### src/core/fault_supervisor_pkg.sv
// Constants and types for the buck converter fault supervisor.
// Assumes a single 250 MHz system clock; all condition inputs are synchronous.
package fault_supervisor_pkg;

  localparam int CLK_MHZ          = 250;
  localparam int OVERLOAD_TIME_US = 50;   // Longest tolerated overload
  localparam int PG_DELAY_US      = 90;   // Power-good delay after 90 percent
  localparam int HICCUP_OFF_US    = 200;  // Hiccup shutdown wait
  localparam int OVERLOAD_CYCLES  = OVERLOAD_TIME_US * CLK_MHZ;
  localparam int PG_DELAY_CYCLES  = PG_DELAY_US * CLK_MHZ;
  localparam int HICCUP_CYCLES    = HICCUP_OFF_US * CLK_MHZ;
  localparam int TIMER_WIDTH      = 17;

  typedef enum logic [2:0] {
    ST_OFF,
    ST_SOFT_START,
    ST_RUN,
    ST_HICCUP,
    ST_LATCHED
  } sup_state_type;

endpackage : fault_supervisor_pkg

### src/core/delay_timer_if.sv
// Interface between the supervisor and its delay timer.
// Assumes one clock domain shared by both modules.
`timescale 1ns/1ns
interface delay_timer_if #(parameter int WIDTH = 17);
  logic             run;    // Count while high, clear when low
  logic [WIDTH-1:0] limit;  // Cycles to reach
  logic             done;   // Held high once limit reached
  modport owner (output run, output limit, input done);
  modport timer (input run, input limit, output done);
endinterface : delay_timer_if

### src/core/delay_timer.sv
// Restartable cycle counter used for overload, power-good and hiccup delays.
// Assumes the owner drops run to restart a measurement.
`timescale 1ns/1ns
module delay_timer
  import fault_supervisor_pkg::*;
#(
  parameter int WIDTH = TIMER_WIDTH
)(
  input  wire logic   clk_sys_in,
  input  wire logic   sys_rst_in,
  delay_timer_if.timer tmr
);
  typedef struct packed {
    logic [WIDTH-1:0] count;
    logic             done;
  } timer_state_type;

  timer_state_type cur;
  timer_state_type next_cur;

  // Count up while run holds, saturate at the limit
  always_comb
  begin
    next_cur = cur;
    if (!tmr.run)
    begin
      next_cur.count = '0;
      next_cur.done  = 1'b0;
    end
    else if (cur.count >= tmr.limit)
      next_cur.done = 1'b1;
    else
      next_cur.count = cur.count + 1'b1;
  end

  // State register
  always_ff @(posedge clk_sys_in or posedge sys_rst_in)
  begin
    if (sys_rst_in)
      cur <= '0;
    else
      cur <= next_cur;
  end

  assign tmr.done = cur.done;
endmodule : delay_timer

### src/core/buck_fault_supervisor.sv
// Fault supervisor: decides switching, soft-start, hiccup and latch-off.
// Assumes comparator inputs are synchronous to clk_sys_in and debounced.
`timescale 1ns/1ns
module buck_fault_supervisor
  import fault_supervisor_pkg::*;
#(
  parameter int OVERLOAD_LIMIT = OVERLOAD_CYCLES,
  parameter int PG_DELAY       = PG_DELAY_CYCLES,
  parameter int HICCUP_LIMIT   = HICCUP_CYCLES
)(
  input  wire logic clk_sys_in,
  input  wire logic sys_rst_in,
  input  wire logic enable_in,          // Enable pin level
  input  wire logic vin_ok_in,          // Input above undervoltage_lockout
  input  wire logic bias_ok_in,         // Bias and bootstrap supplies good
  input  wire logic fb_above_90_in,     // Feedback above 90 percent
  input  wire logic fb_below_85_in,     // Feedback below 85 percent
  input  wire logic fb_above_115_in,    // Feedback above 115 percent
  input  wire logic load_sourcing_in,   // Load pushes current into output
  input  wire logic overload_in,        // Valley current limit active
  input  wire logic temp_warn_in,       // Junction above warning threshold
  input  wire logic temp_warn_clr_in,   // Junction below warning release
  input  wire logic temp_shut_in,       // Junction above thermal_shutdown
  input  wire logic temp_shut_clr_in,   // Junction below shutdown release
  input  wire logic switch_short_in,    // Series switch drop above 2 V
  input  wire logic on_time_long_in,    // On-time beyond 4 us
  input  wire logic ss_done_in,         // Soft-start ramp completed
  output logic      switching_en_out,   // Power stage allowed to switch
  output logic      ss_discharge_out,   // Hold soft-start capacitor empty
  output logic      neg_limit_en_out,   // Regulate to negative_valley_limit
  output logic      power_good_flag_out,
  output logic      fault_warn_n_out    // Fault warning, low when asserted
);

  // Refuse delay counts that the shared timer cannot reach
  if (OVERLOAD_LIMIT < 1 || OVERLOAD_LIMIT >= (1 << TIMER_WIDTH) ||
      PG_DELAY < 1 || PG_DELAY >= (1 << TIMER_WIDTH) ||
      HICCUP_LIMIT < 1 || HICCUP_LIMIT >= (1 << TIMER_WIDTH))
  begin : g_bad_counts
    $error("delay counts must fit the timer width");
  end

  // What the shared timer is measuring; a change of use restarts it
  typedef enum logic [1:0] {
    TMR_IDLE,
    TMR_OVERLOAD,
    TMR_PG_DELAY,
    TMR_HICCUP
  } timer_use_type;

  // Whole supervisor state, registered as one word
  typedef struct packed {
    sup_state_type state;
    timer_use_type tmr_use;    // Timer use of the last cycle
    logic          warm;       // Thermal warning latched
    logic          hot;        // Thermal shutdown latched
    logic          en_prev;
    logic          vin_prev;
    logic          sw_en;
    logic          ss_dis;
    logic          neg_lim;
    logic          pg;
    logic          warn_n;
  } sup_type;

  sup_type cur;
  sup_type next_cur;

  // One timer serves overload, power-good delay and hiccup off time
  delay_timer_if #(.WIDTH(TIMER_WIDTH)) tmr_if ();

  delay_timer #(.WIDTH(TIMER_WIDTH)) u_timer (
    .clk_sys_in (clk_sys_in),
    .sys_rst_in (sys_rst_in),
    .tmr        (tmr_if)
  );

  logic restart_edge;
  logic start_ok;
  logic fb_window;
  timer_use_type tmr_use;
  logic tmr_done;

  // Enable or input rising edge re-arms a latched fault
  assign restart_edge = (enable_in && !cur.en_prev) || (vin_ok_in && !cur.vin_prev);
  // Conditions needed before a soft-start may begin
  assign start_ok = enable_in && vin_ok_in && bias_ok_in && !fb_above_115_in
                    && !cur.hot;
  assign fb_window = fb_above_90_in && !fb_above_115_in;

  // Timer sharing: overload in run, power-good delay in run, off time in hiccup
  always_comb
  begin
    tmr_use      = TMR_IDLE;
    tmr_if.run   = 1'b0;
    tmr_if.limit = TIMER_WIDTH'(PG_DELAY);
    case (cur.state)
      ST_RUN:
      begin
        if (overload_in)
        begin
          tmr_use      = TMR_OVERLOAD;
          tmr_if.run   = 1'b1;
          tmr_if.limit = TIMER_WIDTH'(OVERLOAD_LIMIT);
        end
        else
        begin
          tmr_use      = TMR_PG_DELAY;
          tmr_if.run   = fb_window && !cur.pg;
          tmr_if.limit = TIMER_WIDTH'(PG_DELAY);
        end
      end
      ST_HICCUP:
      begin
        tmr_use      = TMR_HICCUP;
        tmr_if.run   = 1'b1;
        tmr_if.limit = TIMER_WIDTH'(HICCUP_LIMIT);
      end
      default:
      begin
        tmr_use      = TMR_IDLE;
        tmr_if.run   = 1'b0;
        tmr_if.limit = TIMER_WIDTH'(PG_DELAY);
      end
    endcase
    // A new use starts from zero: one idle cycle clears the old count
    if (tmr_use != cur.tmr_use)
      tmr_if.run = 1'b0;
  end

  // Done counts only for the use that started the measurement
  assign tmr_done = tmr_if.done && (tmr_use == cur.tmr_use);

  // Next-state and flag decisions
  always_comb
  begin
    next_cur          = cur;
    next_cur.en_prev  = enable_in;
    next_cur.vin_prev = vin_ok_in;
    next_cur.tmr_use  = tmr_use;

    // Thermal hysteresis latches
    if (temp_warn_in)
      next_cur.warm = 1'b1;
    else if (temp_warn_clr_in)
      next_cur.warm = 1'b0;
    if (temp_shut_in)
      next_cur.hot = 1'b1;
    else if (temp_shut_clr_in)
      next_cur.hot = 1'b0;

    case (cur.state)
      ST_OFF:
        if (start_ok)
          next_cur.state = ST_SOFT_START;
      ST_SOFT_START:
        if (ss_done_in)
          next_cur.state = ST_RUN;
      ST_RUN:
        if (overload_in && tmr_done)
          next_cur.state = ST_HICCUP;
      ST_HICCUP:
        if (tmr_done)
          next_cur.state = ST_OFF;
      ST_LATCHED:
        if (restart_edge)
          next_cur.state = ST_OFF;
      default:
        next_cur.state = ST_OFF;
    endcase

    // Stopping conditions override, latched faults first; the others not in hiccup or latch-off
    if (switch_short_in || on_time_long_in)
      next_cur.state = ST_LATCHED;
    else if (cur.state != ST_LATCHED && cur.state != ST_HICCUP)
    begin
      if (!enable_in || !vin_ok_in || !bias_ok_in || temp_shut_in || cur.hot)
        next_cur.state = ST_OFF;
      else if (fb_above_115_in && !load_sourcing_in && cur.state == ST_RUN)
        next_cur.state = ST_OFF;
    end

    // Outputs follow the chosen state
    next_cur.sw_en   = (next_cur.state == ST_SOFT_START) || (next_cur.state == ST_RUN);
    next_cur.ss_dis  = !next_cur.sw_en;
    next_cur.neg_lim = (next_cur.state == ST_RUN) && fb_above_115_in
                       && load_sourcing_in;
    if (next_cur.state == ST_RUN && cur.state == ST_RUN)
    begin
      if (fb_below_85_in || !fb_window)
        next_cur.pg = 1'b0;
      else if (!cur.pg && !overload_in && tmr_done)
        next_cur.pg = 1'b1;
    end
    else
      next_cur.pg = 1'b0;

    if (next_cur.state == ST_LATCHED || next_cur.hot)
      next_cur.warn_n = 1'b0;
    else
      next_cur.warn_n = !next_cur.warm;
  end

  // State register
  always_ff @(posedge clk_sys_in or posedge sys_rst_in)
  begin
    if (sys_rst_in)
    begin
      cur        <= '0;
      cur.state  <= ST_OFF;
      cur.ss_dis <= 1'b1;
      cur.warn_n <= 1'b1;
    end
    else
      cur <= next_cur;
  end

  assign switching_en_out    = cur.sw_en;
  assign ss_discharge_out    = cur.ss_dis;
  assign neg_limit_en_out    = cur.neg_lim;
  assign power_good_flag_out = cur.pg;
  assign fault_warn_n_out    = cur.warn_n;
endmodule : buck_fault_supervisor

### config.mk
export PLATFORM = sky130hd
export DESIGN_NAME = buck_fault_supervisor
export DESIGN_NICKNAME = d
export VERILOG_FILES = /design/src/core/fault_supervisor_pkg.sv /design/src/core/delay_timer_if.sv /design/src/core/delay_timer.sv /design/src/core/buck_fault_supervisor.sv
export SDC_FILE = /design/constraint.sdc
export NUM_CORES = 1
export LEC_CHECK = 0
export ABC_AREA = 1
export BUFFER_PORTS_ARGS = -buffer_cell sky130_fd_sc_hd__buf_2
export CORE_AREA = 2 2 65 73
export DETAILED_ROUTE_END_ITERATION = 6
export DIE_AREA = 0 0 67 75
export PLACE_DENSITY = 0.8
export SYNTH_ARGS = -nofsm -noshare
export SYNTH_HDL_FRONTEND = slang
export SYNTH_SLANG_ARGS = --single-unit
### constraint.sdc
create_clock -name clk_sys_in -period 2.1 [get_ports clk_sys_in]
set_input_delay 0.21 -clock clk_sys_in [delete_from_list [all_inputs] [get_ports clk_sys_in]]
set_output_delay 0.21 -clock clk_sys_in [all_outputs]
set_load 0.005 [all_outputs]
==> reports/results.ini, run 1 <==
[drt]
final_antenna_net_count=0
routed_wl_um=5910
via_per_inst=5.64
drtPass1Iterations=5
drc=0
routedWlPerCell_um=15.2
vias=2188
first_iter_violations=215

[setup_path]
worstRegToRegCells=11
critical_path_required_ns=2.26
cp-end-kind=register
cp.arrival_ns=2.37
r2r-end=u_timer.tmr.done$_DFFE_PP0P_
r2r_start=cur[13]$_DFF_PP0_
crit_type=register to register
start_kind=register
r2r_slack_ns=-0.10
crit_path_max_fanout=6

[synth]
synth_area_leaders=dfrtp_1, nand2_1, ha_1
avgSynthCellArea_um2=7.52
ys_async_sr_fraction_pct=100
yosys_warnings=0
synth_seq_cells=32
synth_top_area_share_pct=34.5
synthCells=289
yosys.area.top_type=dfrtp_1
synthFlopType=dfrtp_1
netlist_area_um2=2170
synth_cell_types=35
ys_seq_area_share_pct=36.9
synth_edf_count=0
synth_nets=319

[cts]
clk_path_buf_depth=2
ctsHoldBuffers=0
tritoncts=yes
clkTransAtPathRegs_ns=0.07
cts_made_buffers=5
h-tree-depth=2
cts_root_buf=clkbuf_8
cts_sinks=32
clk_latency_ns=0.29

[finish]
syn_to_final_growth_pct=29.2
drive_gt1_share_pct=30.8
n_antenna_cell=0
fillerInstances=337
layout.nets=363

[placed_design]
hpwl_um=3900
place.gp.congestion=0.902
port-buffer-count=21

[sta]
tightest_slew_ns=0.404
timing.fmax_mhz=454
hold_violations=18
setup_tns_ns=-1.34
setup-violations-final=18
fin_skew_ns=0.00363
whs_ns=-0.0109
finalCritPeriodShare_pct=105
fin_crit_ns=2.20
layout_setup_ws_ns=-0.102
slew_headroom_pct=72.9
slew_violations=0
grt_setup_unrepaired=true

[grt]
antenna_found_initial=0
grt-ovfl-total=0
grt_pass1_wl_um=9310
track_usage_pct=24.8
grt_pass1_vias=2068
grt_max_degree=33

[pwr]
total_power_w=0.00126
powerDensity_nw_per_um2=450
p_leak_nw=1.31
vdd_drop_max_mv=0.321

[die]
ioPinCount=22
initial_utilization_pct=51.1
row_count=25
coreArea_um2=4250
die_h_um=75
die_area_um2=5030
dieWidth_um=67

[run_status]
status=complete, but fails checks
violations=negative hold slack, negative setup slack

[worst_hold_path]
min_path_type=input pin to asynchronous set/reset pin

[run]
drv_cap=0

[Yosys cell counts (2+ instances only)]
library cell  number
nand2_1           66
inv_1             36
dfrtp_1           30
nor2_1            30
nand3_1           28
ha_1              13
nor3_1            12
xor2_1            11
nand4_1            7
a21oi_1            6
o21ai_0            6
o21ai_2            5
buf_2              3
inv_2              3
nand3b_1           3
o21ai_1            3
a31oi_1            2
buf_6              2
dfstp_2            2
nand2_2            2
nor2_4             2
nor4_1             2
o211ai_1           2
o21bai_1           2
[per-stage QoR]
step / std cells / worst slack [ns] / cell area, um2 / utilization [%]
finish: 388 / -0.102 / 2810 / 66.0
CTS: 384 / 0.00567 / 2650 / 62.2
floorplan: 289 / 0.00618 / 2170 / -
global placement: 370 / -0.00974 / 2390 / 56.2
global route: 388 / -0.199 / 2810 / 66.0
detailed placement: 370 / -0.0479 / 2390 / 56.2
[placed cells by master, fill, tap and decap left out, types with 7 or more instances in the layout]
cell / netlist / layout
buf_2: 3 / 21
buf_4: 1 / 13
buf_6: 2 / 8
dfrtp_1: 30 / 30
ha_1: 13 / 7
inv_1: 36 / 32
nand2_1: 66 / 52
nand2_2: 2 / 15
nand3_1: 28 / 23
nand4_1: 7 / 7
nor2_1: 30 / 29
nor3_1: 12 / 10
xor2_1: 11 / 11
[sequential cells by signal (all words and copies together), names as in the netlist]
register             count
u_timer.cur             17
cur                      9
fault_warn_n_out         1
neg_limit_en_out         1
power_good_flag_out      1
ss_discharge_out         1
switching_en_out         1
u_timer.tmr.done         1
[power by group]
group | leakage, nW | internal, W | switching, W
registers | 0.425 | 0.000622 | 0.00000356
clock network | 0.0552 | 0.000352 | 0.000233
logic | 0.833 | 0.0000211 | 0.0000316
total | 1.31 | 0.000995 | 0.000268
[routing by layer]
layer | part of all wire (%) | up-vias | global-route usage [%]
met5 | 0 | - | 0
met4 | 3.1 | 0 | 14.1
met3 | 5.7 | 21 | 5.08
met2 | 52 | 97 | 42.2
met1 | 39 | 1035 | 29.2
li1 | - | 1035 | -
[kinds of logic (layout without fill, tap and decap cells)]
| logic type | count (synthesis) | in the layout | synth area share (%) |
|---|---|---|---|
| compound gates | 31 | 31 | 9.21 |
| xor+xnor | 12 | 12 | 4.83 |
| fa+ha+maj | 13 | 13 | 7.48 |
| buf+inv | 46 | 91 | 8.98 |
| flops | 32 | 32 | 36.9 |
| simple gates | 155 | 155 | 32.6 |
[layout make-up]
class	instances	area [um2]	area share, %
timing repair buffer	43	313	11.1
sequential	32	803	28.6
multi-input combinational	211	1370	48.6
tap	54	67.6	2.41
clock inverter	2	35.0	1.25
clock buffer	6	72.6	2.58
inverter	40	153	5.43
[worst max path at each step]
stage	start	slack [ns]	depth (start not counted)	endpoint
3_3_place_gp	cur[11]$_DFF_PP0_	-0.01	14	u_timer.cur[5]$_DFFE_PP0P_
6_report	cur[13]$_DFF_PP0_	-0.10	11	u_timer.tmr.done$_DFFE_PP0P_
5_1_grt	cur[11]$_DFF_PP0_	-0.20	12	u_timer.tmr.done$_DFFE_PP0P_
4_1_cts	cur[13]$_DFF_PP0_	0.006	14	u_timer.cur[11]$_DFFE_PP0P_
2_1_floorplan	cur[11]$_DFF_PP0_	0.006	13	u_timer.cur[7]$_DFFE_PP0P_
3_5_place_dp	cur[12]$_DFF_PP0_	-0.05	12	u_timer.tmr.done$_DFFE_PP0P_
[worst max-delay path, cell delays in order, from the launching register on]
cell and delay, ns:
dfrtp_1 0.44, nor2_4 0.21, o21ai_4 0.10, ha_1 0.31
a21boi_1 0.13, o21ai_1 0.14, nand3_1 0.14, nand3_2 0.12
nand3_4 0.11, nand2_4 0.13, buf_6 0.15, o21ai_0 0.08
[repair_timing]
item | CTS | global route
gates cloned | 2 | 0
endpoints found under the setup margin | 18 | 18
pin swaps | 10 | 16
resized for setup | 20 | 34
buffers inserted | 4 | 4
(Power assumes the default switching activity.)
==> run 2: changes to the inputs <==
--- a/config.mk
+++ b/config.mk
@@ -6,11 +6,12 @@
 export NUM_CORES = 1
 export LEC_CHECK = 0
 export ABC_AREA = 1
-export BUFFER_PORTS_ARGS = -buffer_cell sky130_fd_sc_hd__buf_2
+export BUFFER_PORTS_ARGS = -buffer_cell sky130_fd_sc_hd__buf_4
 export CORE_AREA = 2 2 65 73
 export DETAILED_ROUTE_END_ITERATION = 6
 export DIE_AREA = 0 0 67 75
 export PLACE_DENSITY = 0.8
+export SETUP_SLACK_MARGIN = 0.1
 export SYNTH_ARGS = -nofsm -noshare
 export SYNTH_HDL_FRONTEND = slang
 export SYNTH_SLANG_ARGS = --single-unit
==> reports/results.ini, run 2 (same netlist as run 1, synthesis figures left out) <==
[setup_path]
cpPeakStageDelay_ns=0.40  ; -0.04 ns
cp-end-kind=register
critical_path.top_delay_family=simple AND/OR/NAND/NOR gates
r2r_start=cur[12]$_DFF_PP0_
crit_path_max_fanout=11  ; +5
r2r-end=u_timer.cur[4]$_DFFE_PP0P_
critical_path_required_ns=2.28  ; +0.02 ns
cp_slowest_cell=dfrtp_1
cp.arrival_ns=2.45  ; +0.08 ns
r2r_slack_ns=-0.17  ; -0.07 ns
start_kind=register
crit_type=register to register
critPathBufInv=3  ; +2
worstRegToRegCells=14  ; +3
path_cells=inv_2, nor2_4, nand2_2, buf_4, ha_1, a21boi_2, o21ai_1, nand3_1, nand3_2, nand3_4, nand2_8, buf_12, nand2_1, o21ai_2

[die]
row_count=25  ; unchanged
initial_utilization_pct=51.1  ; unchanged
die_area_um2=5030  ; unchanged
coreArea_um2=4250  ; unchanged
die_h_um=75  ; unchanged
dieWidth_um=67  ; unchanged
ioPinCount=22  ; unchanged

[pwr]
powerDensity_nw_per_um2=463  ; +3.0%
p_leak_nw=1.36  ; +3.3%
vdd_drop_max_mv=0.369  ; +15%

[drt]
routedWlPerCell_um=15.8  ; +3.8%
via_per_inst=5.65  ; +0.22%
vias=2221  ; +1.5%
routed_wl_um=6220  ; +5.2%
first_iter_violations=143  ; -33%
final_antenna_net_count=0  ; unchanged
drtPass1Iterations=5  ; unchanged
drc=0  ; unchanged

[cts]
ctsHoldBuffers=0  ; unchanged
cts_made_buffers=5  ; unchanged
clk_latency_ns=0.29  ; about the same
clk_path_buf_depth=2  ; unchanged
cts_sinks=32  ; unchanged
h-tree-depth=2  ; unchanged
tritoncts=yes
cts_root_buf=clkbuf_8
clkTransAtPathRegs_ns=0.07  ; about the same

[finish]
final_cell_mix=nand2_1, buf_4, inv_1
drive_gt1_share_pct=32.2  ; +1.3 points
n_antenna_cell=0  ; unchanged
regMostFlops=u_timer.cur
reg_top3=u_timer.cur (17), cur (9)
layout.nets=368  ; +1.4%
syn_to_final_growth_pct=34.6
final_common_cell=nand2_1
largest_register_ffs=17  ; unchanged

[grt]
antenna_found_initial=0  ; unchanged
grt_max_degree=33  ; unchanged
grt-ovfl-total=0  ; unchanged
grt_pass1_vias=2043  ; -1.2%
track_usage_pct=23.7  ; -1.2 points
grt_pass1_wl_um=8950  ; -3.9%

[placed_design]
hpwl_um=3770  ; -3.3%
place.gp.congestion=0.925  ; +2.5%
place_ws_ns=-0.0405  ; +0.00739 ns
port-buffer-count=21  ; unchanged

[sta]
layout_setup_ws_ns=-0.174  ; -0.0721 ns
slew_violations=0  ; unchanged
fin_crit_ns=2.27  ; +0.0721 ns
whs_ns=0.00379  ; +0.0147 ns
setup_tns_ns=-2.70  ; -1.36 ns
grt_setup_unrepaired=true
setup-violations-final=18  ; unchanged
fin_skew_ns=0.00643  ; +0.00279 ns
finalCritPeriodShare_pct=108  ; +3.4 points
slew_headroom_pct=72.4  ; -0.43 points
timing.fmax_mhz=440  ; -3.2%
hold_violations=0  ; -18
tightest_slew_ns=0.414  ; +0.00959 ns

[run]
drv_cap=0  ; unchanged

[run_status]
status=complete, but fails checks
violations=negative setup slack

[worst_hold_path]
min_path_type=input pin to asynchronous set/reset pin

==> run 2: area by class of cell <==
cell class	instances	area (um2)
repair buffers	48	410
fillers	340	1330
clock buffers	7	96.3
well taps	54	67.6
flip-flops and latches	32	805
inverters	40	153
clock inverters	1	30.0
multi-input cells	211	1370
==> run 2: how the worst max path moves through the flow <==
stage	from	to	slack, ns	cells past startpoint
6_report	cur[12]$_DFF_PP0_	u_timer.cur[4]$_DFFE_PP0P_	-0.17	14
2_1_floorplan	cur[11]$_DFF_PP0_	u_timer.cur[12]$_DFFE_PP0P_	0.11	13
4_1_cts	cur[13]$_DFF_PP0_	u_timer.cur[3]$_DFFE_PP0P_	0.03	12
3_3_place_gp	cur[13]$_DFF_PP0_	u_timer.cur[12]$_DFFE_PP0P_	-0.04	13
3_5_place_dp	cur[13]$_DFF_PP0_	u_timer.cur[4]$_DFFE_PP0P_	-0.04	13
5_1_grt	cur[12]$_DFF_PP0_	u_timer.cur[15]$_DFFE_PP0P_	-0.22	13
==> run 2: power breakdown <==
group	total [W]	switching (W)	leakage, nW	internal, W
registers	0.000625	0.00000330	0.423	0.000622
clock network	0.000667	0.000248	0.0645	0.000419
logic	0.0000637	0.0000330	0.870	0.0000307
total	0.00136	0.000285	1.36	0.00107
==> run 2: what timing repair did <==
item,in CTS,in global routing
pin swaps,4,7
setup buffers,6,6
setup endpoints to repair,18,21
gates resized for setup,11,34
cloned,1,1
==> run 2: metrics by stage <==
stage | total power (W) | instances | instance area (um2) | utilization [%]
finish | 0.00136 | 393 | 2930 | 68.8
detailed placement | 0.000699 | 371 | 2470 | 58.2
global placement | 0.000698 | 371 | 2470 | 58.2
global route | 0.00138 | 393 | 2930 | 68.8
CTS | 0.00135 | 386 | 2720 | 64.0
floorplan | 0.000660 | 289 | 2190 | -
==> run 2: worst reg2reg max path: stages, from the launching register on <==
cell      delay [ns]
dfrtp_1         0.40
inv_2           0.07
nor2_4          0.19
nand2_2         0.10
buf_4           0.16
ha_1            0.21
a21boi_2        0.16
o21ai_1         0.11
nand3_1         0.15
nand3_2         0.12
nand3_4         0.14
nand2_8         0.09
buf_12          0.16
nand2_1         0.07
o21ai_2         0.05
==> run 2: metal layers <==
metal / GRT usage, % / vias to the layer above / share of wire [%]
li1: - / 1041 / -
met1: 27.2 / 1055 / 38
met2: 42.9 / 101 / 53
met3: 4.33 / 24 / 4.6
met4: 10.2 / 0 / 4.0
met5: 0 / - / 0
